--- src/rtl/dre_pkg.sv ---
package dre_pkg;

  // Host I/O addresses of the block.
  localparam logic [15:0] DRE_ADDR_SECOND_EDGE = 16'h96ea;
  localparam logic [15:0] DRE_ADDR_STATUS_CMD = 16'h9ae8;
  localparam logic [15:0] DRE_ADDR_PIXEL_LO = 16'he2e8;
  localparam logic [15:0] DRE_ADDR_PIXEL_HI = 16'he2ea;

  // Command word field positions.
  localparam int DRE_CMD_ONE_BIT = 0;
  localparam int DRE_CMD_ACROSS_BIT = 1;
  localparam int DRE_CMD_SKIP_BIT = 2;
  localparam int DRE_CMD_KIND_BIT = 3;
  localparam int DRE_CMD_DRAW_BIT = 4;
  localparam int DRE_CMD_DIR_LSB = 5;
  localparam int DRE_CMD_WAIT_BIT = 8;
  localparam int DRE_CMD_BUS_LSB = 9;
  localparam int DRE_CMD_TYPE_HI_BIT = 11;
  localparam int DRE_CMD_SWAP_BIT = 12;
  localparam int DRE_CMD_TYPE_LSB = 13;

  // Status word field positions.
  localparam int DRE_STAT_LO_W = 8;
  localparam int DRE_STAT_BUSY_BIT = 9;
  localparam int DRE_STAT_EMPTY_BIT = 10;
  localparam int DRE_STAT_HI_LSB = 11;

  // Second-edge count width and values after reset.
  localparam int DRE_EDGE_W = 12;
  localparam logic [11:0] DRE_EDGE_RST = 12'h000;
  localparam logic [15:0] DRE_WORD_RST = 16'h0000;

  // Documented queue depths.
  localparam int DRE_SLOTS_SMALL = 8;
  localparam int DRE_SLOTS_LARGE = 13;

  // Transfer width codes.
  localparam logic [1:0] DRE_BW_8 = 2'h0;
  localparam logic [1:0] DRE_BW_16 = 2'h1;
  localparam logic [1:0] DRE_BW_32_DWORD = 2'h2;
  localparam logic [1:0] DRE_BW_32_BYTE = 2'h3;

  typedef enum logic [3:0] {
    DRE_CT_NOP = 4'h0,
    DRE_CT_LINE = 4'h1,
    DRE_CT_RECT = 4'h2,
    DRE_CT_POLY = 4'h3,
    DRE_CT_TRAP4 = 4'h4,
    DRE_CT_BRES = 4'h5,
    DRE_CT_BLIT = 4'h6,
    DRE_CT_PATBLIT = 4'h7,
    DRE_CT_POLYLINE = 4'h9,
    DRE_CT_POLY_PAT = 4'hb,
    DRE_CT_TRAP4_PAT = 4'hc,
    DRE_CT_BRES_PAT = 4'hd
  } dre_ctype_t;

  typedef enum logic [2:0] {
    DRE_ST_IDLE = 3'b001,
    DRE_ST_LAUNCH = 3'b010,
    DRE_ST_RUN = 3'b100
  } dre_seq_t;

endpackage : dre_pkg

--- src/rtl/dre_queue_if.sv ---
`timescale 1ns/1ps
// Command queue carrier between the interpreter and its queue.
interface dre_queue_if #(
  parameter int SLOTS = 8
);
  logic push;
  logic [15:0] push_word;
  logic pop;
  logic [15:0] head_word;
  logic [$clog2(SLOTS+1)-1:0] count;
  logic empty;
  logic full;

  modport owner (output push, output push_word, output pop,
                 input head_word, input count, input empty, input full);
  modport store (input push, input push_word, input pop,
                 output head_word, output count, output empty, output full);
endinterface : dre_queue_if

--- src/rtl/dre_cmd_queue.sv ---
`timescale 1ns/1ps
module dre_cmd_queue
  import dre_pkg::*;
#(
  parameter int SLOTS = 8
) (
  input wire logic core_clk,  // Engine clock.
  input wire logic reset,     // Asynchronous reset, active high.
  dre_queue_if.store q        // Push and pop side.
);

  localparam int PW = $clog2(SLOTS);
  localparam int CW = $clog2(SLOTS+1);

  logic [15:0] slot_q [SLOTS];
  logic [PW-1:0] wr_ptr_q;
  logic [PW-1:0] rd_ptr_q;
  logic [CW-1:0] count_q;
  logic do_push;
  logic do_pop;

  // A push into a full queue is dropped; the host must poll the status first.
  assign do_push = q.push && (count_q != CW'(SLOTS));
  assign do_pop = q.pop && (count_q != '0);

  //////////////////////////////////////////////////////////////////////////////
  // Slot storage, written only on an accepted push.
  always_ff @(posedge core_clk) begin
    if (do_push) begin
      slot_q[wr_ptr_q] <= q.push_word;
    end
  end

  // Pointers wrap at the slot count, which need not be a power of two.
  always_ff @(posedge core_clk or posedge reset) begin
    if (reset) begin
      wr_ptr_q <= '0;
      rd_ptr_q <= '0;
    end else begin
      if (do_push) begin
        wr_ptr_q <= (wr_ptr_q == PW'(SLOTS-1)) ? '0 : wr_ptr_q + 1'b1;
      end
      if (do_pop) begin
        rd_ptr_q <= (rd_ptr_q == PW'(SLOTS-1)) ? '0 : rd_ptr_q + 1'b1;
      end
    end
  end

  // Occupancy count, untouched when push and pop meet.
  always_ff @(posedge core_clk or posedge reset) begin
    if (reset) begin
      count_q <= '0;
    end else if (do_push && !do_pop) begin
      count_q <= count_q + 1'b1;
    end else if (do_pop && !do_push) begin
      count_q <= count_q - 1'b1;
    end
  end

  assign q.head_word = slot_q[rd_ptr_q];
  assign q.count = count_q;
  assign q.empty = (count_q == '0);
  assign q.full = (count_q == CW'(SLOTS));

endmodule : dre_cmd_queue

--- src/rtl/dre_cmd_status.sv ---
`timescale 1ns/1ps
module dre_cmd_status
  import dre_pkg::*;
#(
  parameter int SLOTS = DRE_SLOTS_SMALL
) (
  input wire logic core_clk,                     // Engine clock, 50 MHz.
  input wire logic reset,                        // Asynchronous reset, active high.
  input wire logic [15:0] io_addr,               // Host I/O address.
  input wire logic io_wr,                        // Host write strobe.
  input wire logic io_rd,                        // Host read strobe.
  input wire logic [15:0] io_wdata,              // Host write data.
  output logic [15:0] io_rdata,                  // Read data, registered.
  output logic io_rvalid,                        // Read data valid pulse.
  output logic engine_start,                     // Command launch pulse.
  input wire logic engine_done,                  // Rasterizer finished the command.
  output logic [3:0] cmd_type,                   // Decoded command type.
  output logic cmd_type_known,                   // Type is a defined code.
  output logic across_plane_select,              // Multi-pixel transfer mode.
  output logic final_pixel_skip,                 // Omit last pixel.
  output logic direction_kind,                   // 1 radial, 0 axial.
  output logic pixel_write_enable,               // 0 moves position only.
  output logic [2:0] draw_direction,             // Raw direction field.
  output logic [2:0] radial_octant,              // Angle in 45 degree steps.
  output logic axial_y_down,                     // Axial vertical sign.
  output logic axial_y_major,                    // Axial major axis is Y.
  output logic axial_x_right,                    // Axial horizontal sign.
  output logic host_data_wait,                   // Draw uses host pixel data.
  output logic byte_order_swap,                  // Low byte first when set.
  output logic [1:0] xfer_width,                 // Pixel port width code.
  output logic line_fresh_dword,                 // Each line on a new doubleword.
  output logic line_next_byte,                   // Each line at the next byte.
  output logic [DRE_EDGE_W-1:0] second_edge_axis_count, // Second edge length - 1.
  output logic px_valid,                         // Host pixel word is pending.
  output logic [31:0] px_data,                   // Host pixel data, ordered.
  input wire logic px_take,                      // Rasterizer consumes pixel word.
  output logic draw_stall,                       // Drawing held for host data.
  output logic engine_active,                    // Command executing.
  output logic queue_all_empty                   // No command queued.
);

  if (SLOTS != DRE_SLOTS_SMALL && SLOTS != DRE_SLOTS_LARGE) begin : g_check
    $error("dre_cmd_status: SLOTS must be 8 or 13");
  end

  //////////////////////////////////////////////////////////////////////////////
  // Field decoders shared by launch and status logic.

  function automatic logic [3:0] type_of(input logic [15:0] w);
    type_of = {w[DRE_CMD_TYPE_HI_BIT], w[DRE_CMD_TYPE_LSB +: 3]};
  endfunction : type_of

  function automatic logic type_known(input logic [3:0] t);
    unique case (t)
      DRE_CT_NOP, DRE_CT_LINE, DRE_CT_RECT, DRE_CT_POLY, DRE_CT_TRAP4,
      DRE_CT_BRES, DRE_CT_BLIT, DRE_CT_PATBLIT, DRE_CT_POLYLINE,
      DRE_CT_POLY_PAT, DRE_CT_TRAP4_PAT, DRE_CT_BRES_PAT: type_known = 1'b1;
      default: type_known = 1'b0;
    endcase
  endfunction : type_known

  function automatic logic is_addr(input logic [15:0] a, input logic [15:0] ref_a);
    is_addr = (a == ref_a);
  endfunction : is_addr

  //////////////////////////////////////////////////////////////////////////////
  // Queue and thermometer encoder.

  dre_queue_if #(.SLOTS(SLOTS)) q ();

  dre_cmd_queue #(.SLOTS(SLOTS)) u_queue (
    .core_clk(core_clk),
    .reset(reset),
    .q(q)
  );

  logic [15:0] therm;

  dre_therm_enc #(.SLOTS(SLOTS)) u_therm (
    .count(q.count),
    .therm(therm)
  );

  logic wr_cmd;
  logic wr_edge;
  logic wr_px_lo;
  logic wr_px_hi;

  // One address: a write loads a command, a read returns status.
  assign wr_cmd = io_wr && is_addr(io_addr, DRE_ADDR_STATUS_CMD);
  assign wr_edge = io_wr && is_addr(io_addr, DRE_ADDR_SECOND_EDGE);
  assign wr_px_lo = io_wr && is_addr(io_addr, DRE_ADDR_PIXEL_LO);
  assign wr_px_hi = io_wr && is_addr(io_addr, DRE_ADDR_PIXEL_HI);

  // Bit 0 is not checked; the host keeps it at one and the word is queued whole.
  assign q.push = wr_cmd;
  assign q.push_word = io_wdata;

  //////////////////////////////////////////////////////////////////////////////
  // Execution sequencer.

  dre_seq_t state_q;
  dre_seq_t state_d;
  logic [15:0] cur_q;
  logic launch;

  // A queued word is taken only while idle, so status follows occupancy.
  assign launch = (state_q == DRE_ST_IDLE) && !q.empty;
  assign q.pop = launch;

  // A no-operation only sets up state and ends without starting the rasterizer.
  always_comb begin
    state_d = state_q;
    unique case (state_q)
      DRE_ST_IDLE: begin
        if (!q.empty) begin
          state_d = (type_of(q.head_word) == DRE_CT_NOP) ? DRE_ST_IDLE : DRE_ST_LAUNCH;
        end
      end
      DRE_ST_LAUNCH: begin
        state_d = DRE_ST_RUN;
      end
      DRE_ST_RUN: begin
        if (engine_done) begin
          state_d = DRE_ST_IDLE;
        end
      end
      default: begin
        state_d = DRE_ST_IDLE;
      end
    endcase
  end

  always_ff @(posedge core_clk or posedge reset) begin
    if (reset) begin
      state_q <= DRE_ST_IDLE;
    end else begin
      state_q <= state_d;
    end
  end

  // Current command word, held for the rasterizer while it executes.
  always_ff @(posedge core_clk or posedge reset) begin
    if (reset) begin
      cur_q <= DRE_WORD_RST;
    end else if (launch) begin
      cur_q <= q.head_word;
    end
  end

  assign engine_start = (state_q == DRE_ST_LAUNCH);
  assign engine_active = (state_q != DRE_ST_IDLE);
  assign queue_all_empty = q.empty;

  //////////////////////////////////////////////////////////////////////////////
  // Decoded command fields.

  assign cmd_type = type_of(cur_q);
  assign across_plane_select = cur_q[DRE_CMD_ACROSS_BIT];
  assign final_pixel_skip = cur_q[DRE_CMD_SKIP_BIT];
  assign direction_kind = cur_q[DRE_CMD_KIND_BIT];
  assign pixel_write_enable = cur_q[DRE_CMD_DRAW_BIT];
  assign draw_direction = cur_q[DRE_CMD_DIR_LSB +: 3];
  assign host_data_wait = cur_q[DRE_CMD_WAIT_BIT];
  assign byte_order_swap = cur_q[DRE_CMD_SWAP_BIT];
  assign xfer_width = cur_q[DRE_CMD_BUS_LSB +: 2];

  // Derived fields are taken at launch from the word being popped, so they
  // move in step with the current word and come straight from flip-flops.
  logic [15:0] nxt;
  logic [1:0] nxt_bw;
  logic known_q;
  logic [2:0] octant_q;
  logic [2:0] axial_q;
  logic fresh_q;
  logic next_byte_q;

  assign nxt = q.head_word;
  assign nxt_bw = nxt[DRE_CMD_BUS_LSB +: 2];

  // Radial code is a count of 45 degree steps; axial bits are zero in radial mode.
  // Line-end handling for host image writes; code 11 only means byte packing
  // in across-the-plane mode, otherwise it behaves as a plain 32-bit width.
  always_ff @(posedge core_clk or posedge reset) begin
    if (reset) begin
      known_q <= 1'b1;
      octant_q <= 3'h0;
      axial_q <= 3'h0;
      fresh_q <= 1'b0;
      next_byte_q <= 1'b0;
    end else if (launch) begin
      known_q <= type_known(type_of(nxt));
      octant_q <= nxt[DRE_CMD_KIND_BIT] ? nxt[DRE_CMD_DIR_LSB +: 3] : 3'h0;
      axial_q <= nxt[DRE_CMD_KIND_BIT] ? 3'h0 : nxt[DRE_CMD_DIR_LSB +: 3];
      fresh_q <= (nxt_bw == DRE_BW_32_DWORD) ||
                 (nxt_bw == DRE_BW_32_BYTE && !nxt[DRE_CMD_ACROSS_BIT]);
      next_byte_q <= (nxt_bw == DRE_BW_32_BYTE) && nxt[DRE_CMD_ACROSS_BIT];
    end
  end

  assign cmd_type_known = known_q;
  assign radial_octant = octant_q;
  assign {axial_y_down, axial_y_major, axial_x_right} = axial_q;
  assign line_fresh_dword = fresh_q;
  assign line_next_byte = next_byte_q;

  //////////////////////////////////////////////////////////////////////////////
  // Second-edge axis count register.

  logic [DRE_EDGE_W-1:0] edge_q;

  always_ff @(posedge core_clk or posedge reset) begin
    if (reset) begin
      edge_q <= DRE_EDGE_RST;
    end else if (wr_edge) begin
      edge_q <= io_wdata[DRE_EDGE_W-1:0];
    end
  end

  assign second_edge_axis_count = edge_q;

  //////////////////////////////////////////////////////////////////////////////
  // Pixel data port. Width and byte order shape only these writes.

  logic [15:0] lane;
  logic [31:0] px_q;
  logic px_pend_q;
  logic px_word_done;

  // Bytes of a host word are taken in the order the command selects.
  assign lane = byte_order_swap ? {io_wdata[7:0], io_wdata[15:8]} : io_wdata;

  // An 8 or 16 bit transfer completes on either port write; a 32 bit one on
  // the upper half.
  assign px_word_done = (wr_px_lo && xfer_width[1] == 1'b0) || wr_px_hi;

  always_ff @(posedge core_clk or posedge reset) begin
    if (reset) begin
      px_q <= 32'h0000_0000;
    end else if (wr_px_lo) begin
      px_q <= (xfer_width == DRE_BW_8) ? {24'h00_0000, lane[7:0]} : {16'h0000, lane};
    end else if (wr_px_hi) begin
      px_q <= {lane, px_q[15:0]};
    end
  end

  // A new word arriving in the same cycle as a take keeps the flag set.
  always_ff @(posedge core_clk or posedge reset) begin
    if (reset) begin
      px_pend_q <= 1'b0;
    end else if (px_word_done) begin
      px_pend_q <= 1'b1;
    end else if (px_take) begin
      px_pend_q <= 1'b0;
    end
  end

  assign px_valid = px_pend_q;
  assign px_data = px_q;

  // The rasterizer must hold while waiting for host data and none is ready.
  assign draw_stall = engine_active && host_data_wait && !px_pend_q;

  //////////////////////////////////////////////////////////////////////////////
  // Host reads. Unmapped and write-only addresses read as zero.

  logic [15:0] status_word;

  always_comb begin
    status_word = therm;
    status_word[DRE_STAT_BUSY_BIT] = engine_active;
    status_word[DRE_STAT_EMPTY_BIT] = q.empty;
  end

  always_ff @(posedge core_clk or posedge reset) begin
    if (reset) begin
      io_rdata <= DRE_WORD_RST;
      io_rvalid <= 1'b0;
    end else begin
      io_rvalid <= io_rd;
      if (io_rd && is_addr(io_addr, DRE_ADDR_STATUS_CMD)) begin
        io_rdata <= status_word;
      end else if (io_rd && is_addr(io_addr, DRE_ADDR_SECOND_EDGE)) begin
        io_rdata <= {{(16-DRE_EDGE_W){1'b0}}, edge_q};
      end else begin
        io_rdata <= DRE_WORD_RST;
      end
    end
  end

endmodule : dre_cmd_status

--- src/rtl/dre_therm_enc.sv ---
`timescale 1ns/1ps
module dre_therm_enc
  import dre_pkg::*;
#(
  parameter int SLOTS = 8
) (
  input wire logic [$clog2(SLOTS+1)-1:0] count,  // Occupied slots.
  output logic [15:0] therm                      // Queue field in status layout.
);

  // Status bit n, for n up to SLOTS, is set once fewer than n slots are free; bit 1 sits at
  // register bit 7 going down, bits 9 to 13 sit at register bits 15 to 11.
  genvar n;
  generate
    for (n = 1; n <= 13; n++) begin : g_bit
      localparam int POS = (n <= DRE_STAT_LO_W) ? (8 - n) : (24 - n);
      if (n <= SLOTS) begin : g_used
        assign therm[POS] = (32'(count) >= (SLOTS - n + 1));
      end else begin : g_unused
        assign therm[POS] = 1'b0;
      end
    end
  endgenerate

  // Bit 8 is unused; bits 9 and 10 belong to other status fields.
  assign therm[8] = 1'b0;
  assign therm[DRE_STAT_BUSY_BIT] = 1'b0;
  assign therm[DRE_STAT_EMPTY_BIT] = 1'b0;

endmodule : dre_therm_enc
--- config.mk ---
export PLATFORM = sky130hd
export DESIGN_NAME = dre_cmd_status
export DESIGN_NICKNAME = d
export VERILOG_FILES = /design/src/rtl/dre_pkg.sv /design/src/rtl/dre_queue_if.sv /design/src/rtl/dre_cmd_queue.sv /design/src/rtl/dre_cmd_status.sv /design/src/rtl/dre_therm_enc.sv
export SDC_FILE = /design/constraint.sdc
export NUM_CORES = 1
export LEC_CHECK = 0
export ABC_CLOCK_PERIOD_IN_PS = 4590
export BUFFER_PORTS_ARGS = -buffer_cell sky130_fd_sc_hd__buf_4
export CAP_MARGIN = 30
export CORE_MARGIN = 3
export CORE_UTILIZATION = 55
export DETAILED_ROUTE_END_ITERATION = 16
export GPL_TIMING_DRIVEN = 0
export PLACE_DENSITY_LB_ADDON = 0.1
export SETUP_SLACK_MARGIN = 0.2
export SYNTH_ARGS = -nofsm -noshare
export SYNTH_HDL_FRONTEND = slang
export SYNTH_SLANG_ARGS = --single-unit
--- constraint.sdc ---
create_clock -name core_clk -period 4.59 [get_ports core_clk]
set_input_delay 0.6885 -clock core_clk [delete_from_list [all_inputs] [get_ports core_clk]]
set_output_delay 0.6885 -clock core_clk [all_outputs]
set_load 0.02 [all_outputs]
==> flow_metrics.tcl <==
set metrics [dict create \
    status "completed" \
    cts_inserted_buffers 21 \
    period_minus_slack_ns 3.01 \
    drive_gt1_share_pct 35.7 \
    max-slew-margin-rel_pct 35.9 \
    dp_cells 878 \
    drtIter0Drc 424 \
    htreeDepth 1 \
    num_vias 5304 \
    grt_antenna_before_repair 0 \
    grt.overflow.total 0 \
    dr.pass1.iters 6 \
    finalNetCount 736 \
    synth_ff_type "edfxtp_1" \
    tightest_slew_ns 0.961 \
    netlist_area_um2 8820 \
    fill_cells 1062 \
    wl_mm 19.9 \
    synth.area.top_cells "edfxtp_1 41%, dfrtp_1 26%, mux2_2 4.9%" \
    synth_edf_count 120 \
    final.period_utilization_pct 65.6 \
    ys_seq_area_share_pct 67.8 \
    fp-row-count 45 \
    grt_use_total_pct 22.8 \
    place_hpwl_mm 13.8 \
    fp.dieW_um 133 \
    startpoint_type "flop" \
    grt_max_degree 68 \
    timing.hold.ws_ns 0.193 \
    io_pins 128 \
    criticalPathCategory "reg2out" \
    grt_pass1_vias 5435 \
    async_flop_share_pct 44.2 \
    netlist.area_leader.share_pct 40.9 \
    end_kind "primary output" \
    startpoint "state_q[0]$_DFFE_PP1P_" \
    syn_avg_cell_area_um2 16.5 \
    clock_skew_ns 0.00864 \
    netlist_instances 535 \
    synth_seq_cells 215 \
    cts_tree "yes" \
    drt.antenna.violating_nets 0 \
    r2r-start "u_queue.q.count[1]$_DFFE_PP0P_" \
    cts_root_buf "clkbuf_16" \
    finalNonFillerCells 916 \
    via_per_inst 5.79 \
    clock_path_buffers 3 \
    p_leak_nw 4.52 \
    rsz0062_at_grt "no" \
    cts_hold_buf 0 \
    ir_drop_mv 0.247 \
    area_growth_pct 21.9 \
    synth_cell_types 55 \
    drc 0 \
    initial_core_util_pct 57.2 \
    report.power.total_mw 5.69 \
    place.gp.congestion 0.874 \
    cp.required_ns 3.90 \
    synth_area_leader_cell "edfxtp_1" \
    synth_most_common_cell "edfxtp_1" \
    setup-violations-final 0 \
    coreArea_um2 15400 \
    antenna_cells 0 \
    grt_first_pass_wirelength_mm 31.1 \
    min_path_type "in2async" \
    clock_latency_ns 0.50 \
    cts_resized 0 \
    maxCapViolCount 0 \
    rrSetupSlack_ns 1.60 \
    die_area_um2 17600 \
    report.final.slew_viol_count 0 \
    cts.sinks 215 \
    crit_arrival_ns 2.32 \
    synth.yosys.warnings 0 \
    wl_per_cell_um 21.7 \
    die_h_um 133 \
    clkTransAtPathRegs_ns 0.06 \
    port_buffers 123 \
    synth_top_cells_by_count "120 x edfxtp_1, 93 x dfrtp_1, 38 x mux2_2" \
    crit_fanout 4 \
    hold_violations 0 \
    powerDensity_nw_per_um2 529 \
    post_cts_buffers 0 \
    fmax_mhz 332 \
]
==> critical path, cell delays in order, from the launching register on <==
cell	delay (ns)
dfstp_2	0.54
nor3b_1	0.75
inv_1	0.16
and3_1	0.23
buf_4	0.15
==> sequential cells by signal, indices dropped and copies added (netlist names), 3 cells and up <==
register and count:
u_queue.slot_q 120, px_data 32, io_rdata 12, u_queue.q.count 4, second_edge_axis_count 12, state_q 3, radial_octant 3, cur_q 15
axial_q 3, u_queue.rd_ptr_q 3, u_queue.wr_ptr_q 3
==> cell type report <==
cell class | count | area, µm² | share of cell area [%]
Clock buffer | 32 | 601 | 5.59
Timing Repair Buffer | 129 | 992 | 9.23
Tap cell | 211 | 264 | 2.46
Sequential cell | 215 | 5980 | 55.7
Clock inverter | 6 | 32.5 | 0.303
Multi-Input combinational cell | 280 | 2640 | 24.6
Inverter | 10 | 40.0 | 0.372
Buffer | 33 | 194 | 1.80
==> power breakdown <==
part / internal [mW] / switching (mW) / total, mW / leakage, nW
registers: 2.20 / 0.112 / 2.31 / 2.35
clock network: 0.905 / 0.695 / 1.60 / 0.313
logic: 0.788 / 0.990 / 1.78 / 1.86
total: 3.89 / 1.80 / 5.69 / 4.52
==> stage by stage <==
stage	setup WS, ns	utilization [%]	TNS [ns]	cell area, µm²
after global placement	-0.695	64.9	-20.31	10000
final	1.58	69.7	0	10800
after detailed placement	1.27	65.6	0	10100
after CTS	1.54	69.7	0	10800
after global routing	1.34	69.7	0	10800
after floorplan	1.09	-	0	8830
==> final timing paths <==
check,to,cells after the start
setup / recovery,draw_stall,4
hold / removal,cur_q[2]$_DFFE_PP0P_,2
setup reg to reg,u_queue.slot_q[5][3]$_DFFE_PP_,6
hold reg to reg,cur_q[11]$_DFFE_PP0P_,1
max in group asynchronous,px_data[4]$_DFFE_PP0P_,3
min in group core_clk,io_rvalid$_DFF_PP0_,1
==> layer usage <==
metal | up-vias | routed length [µm] | GRT usage, %
met5 | - | 0 | 0
met4 | 0 | 518 | 7.16
met3 | 35 | 1600 | 4.83
met2 | 227 | 9460 | 36.2
met1 | 2661 | 8340 | 32.2
li1 | 2381 | - | -
==> logic make-up (layout without fill, tap and decap cells) <==
kind of cell    count (synthesis)  count (layout)  share of synthesized area, %
fa+ha+maj                       8               8                          1.13
xor+xnor                        4               4                         0.397
flops                         215             215                          67.8
other cells                     1               4                        0.0425
compound gates                 80              80                          6.28
mux                            94              94                          16.0
buf+inv                        43             210                          2.62
simple gates                   90              90                          5.72
==> layout by cell type (no fill, tap or decap), types with 3 or more instances in the layout <==
| master | instances |
|---|---|
| inv_1 | 9 |
| nor3_1 | 3 |
| o2bb2ai_1 | 8 |
| a21oi_1 | 6 |
| edfxtp_1 | 120 |
| and4bb_2 | 3 |
| buf_4 | 135 |
| conb_1 | 4 |
| clkbuf_1 | 17 |
| o41ai_1 | 9 |
| mux4_2 | 19 |
| mux2_2 | 38 |
| mux4_1 | 11 |
| clkbuf_8 | 3 |
| and4b_1 | 3 |
| buf_2 | 13 |
| nand4_1 | 3 |
| ha_1 | 8 |
| mux2i_1 | 24 |
| nand2_1 | 25 |
| a22o_1 | 7 |
| o21ai_0 | 30 |
| clkbuf_16 | 21 |
| a21o_1 | 6 |
| nand2b_1 | 5 |
| o31ai_1 | 9 |
| dfrtp_1 | 93 |
| nor2_1 | 24 |
No activity file was read; power rests on OpenSTA's default activity.
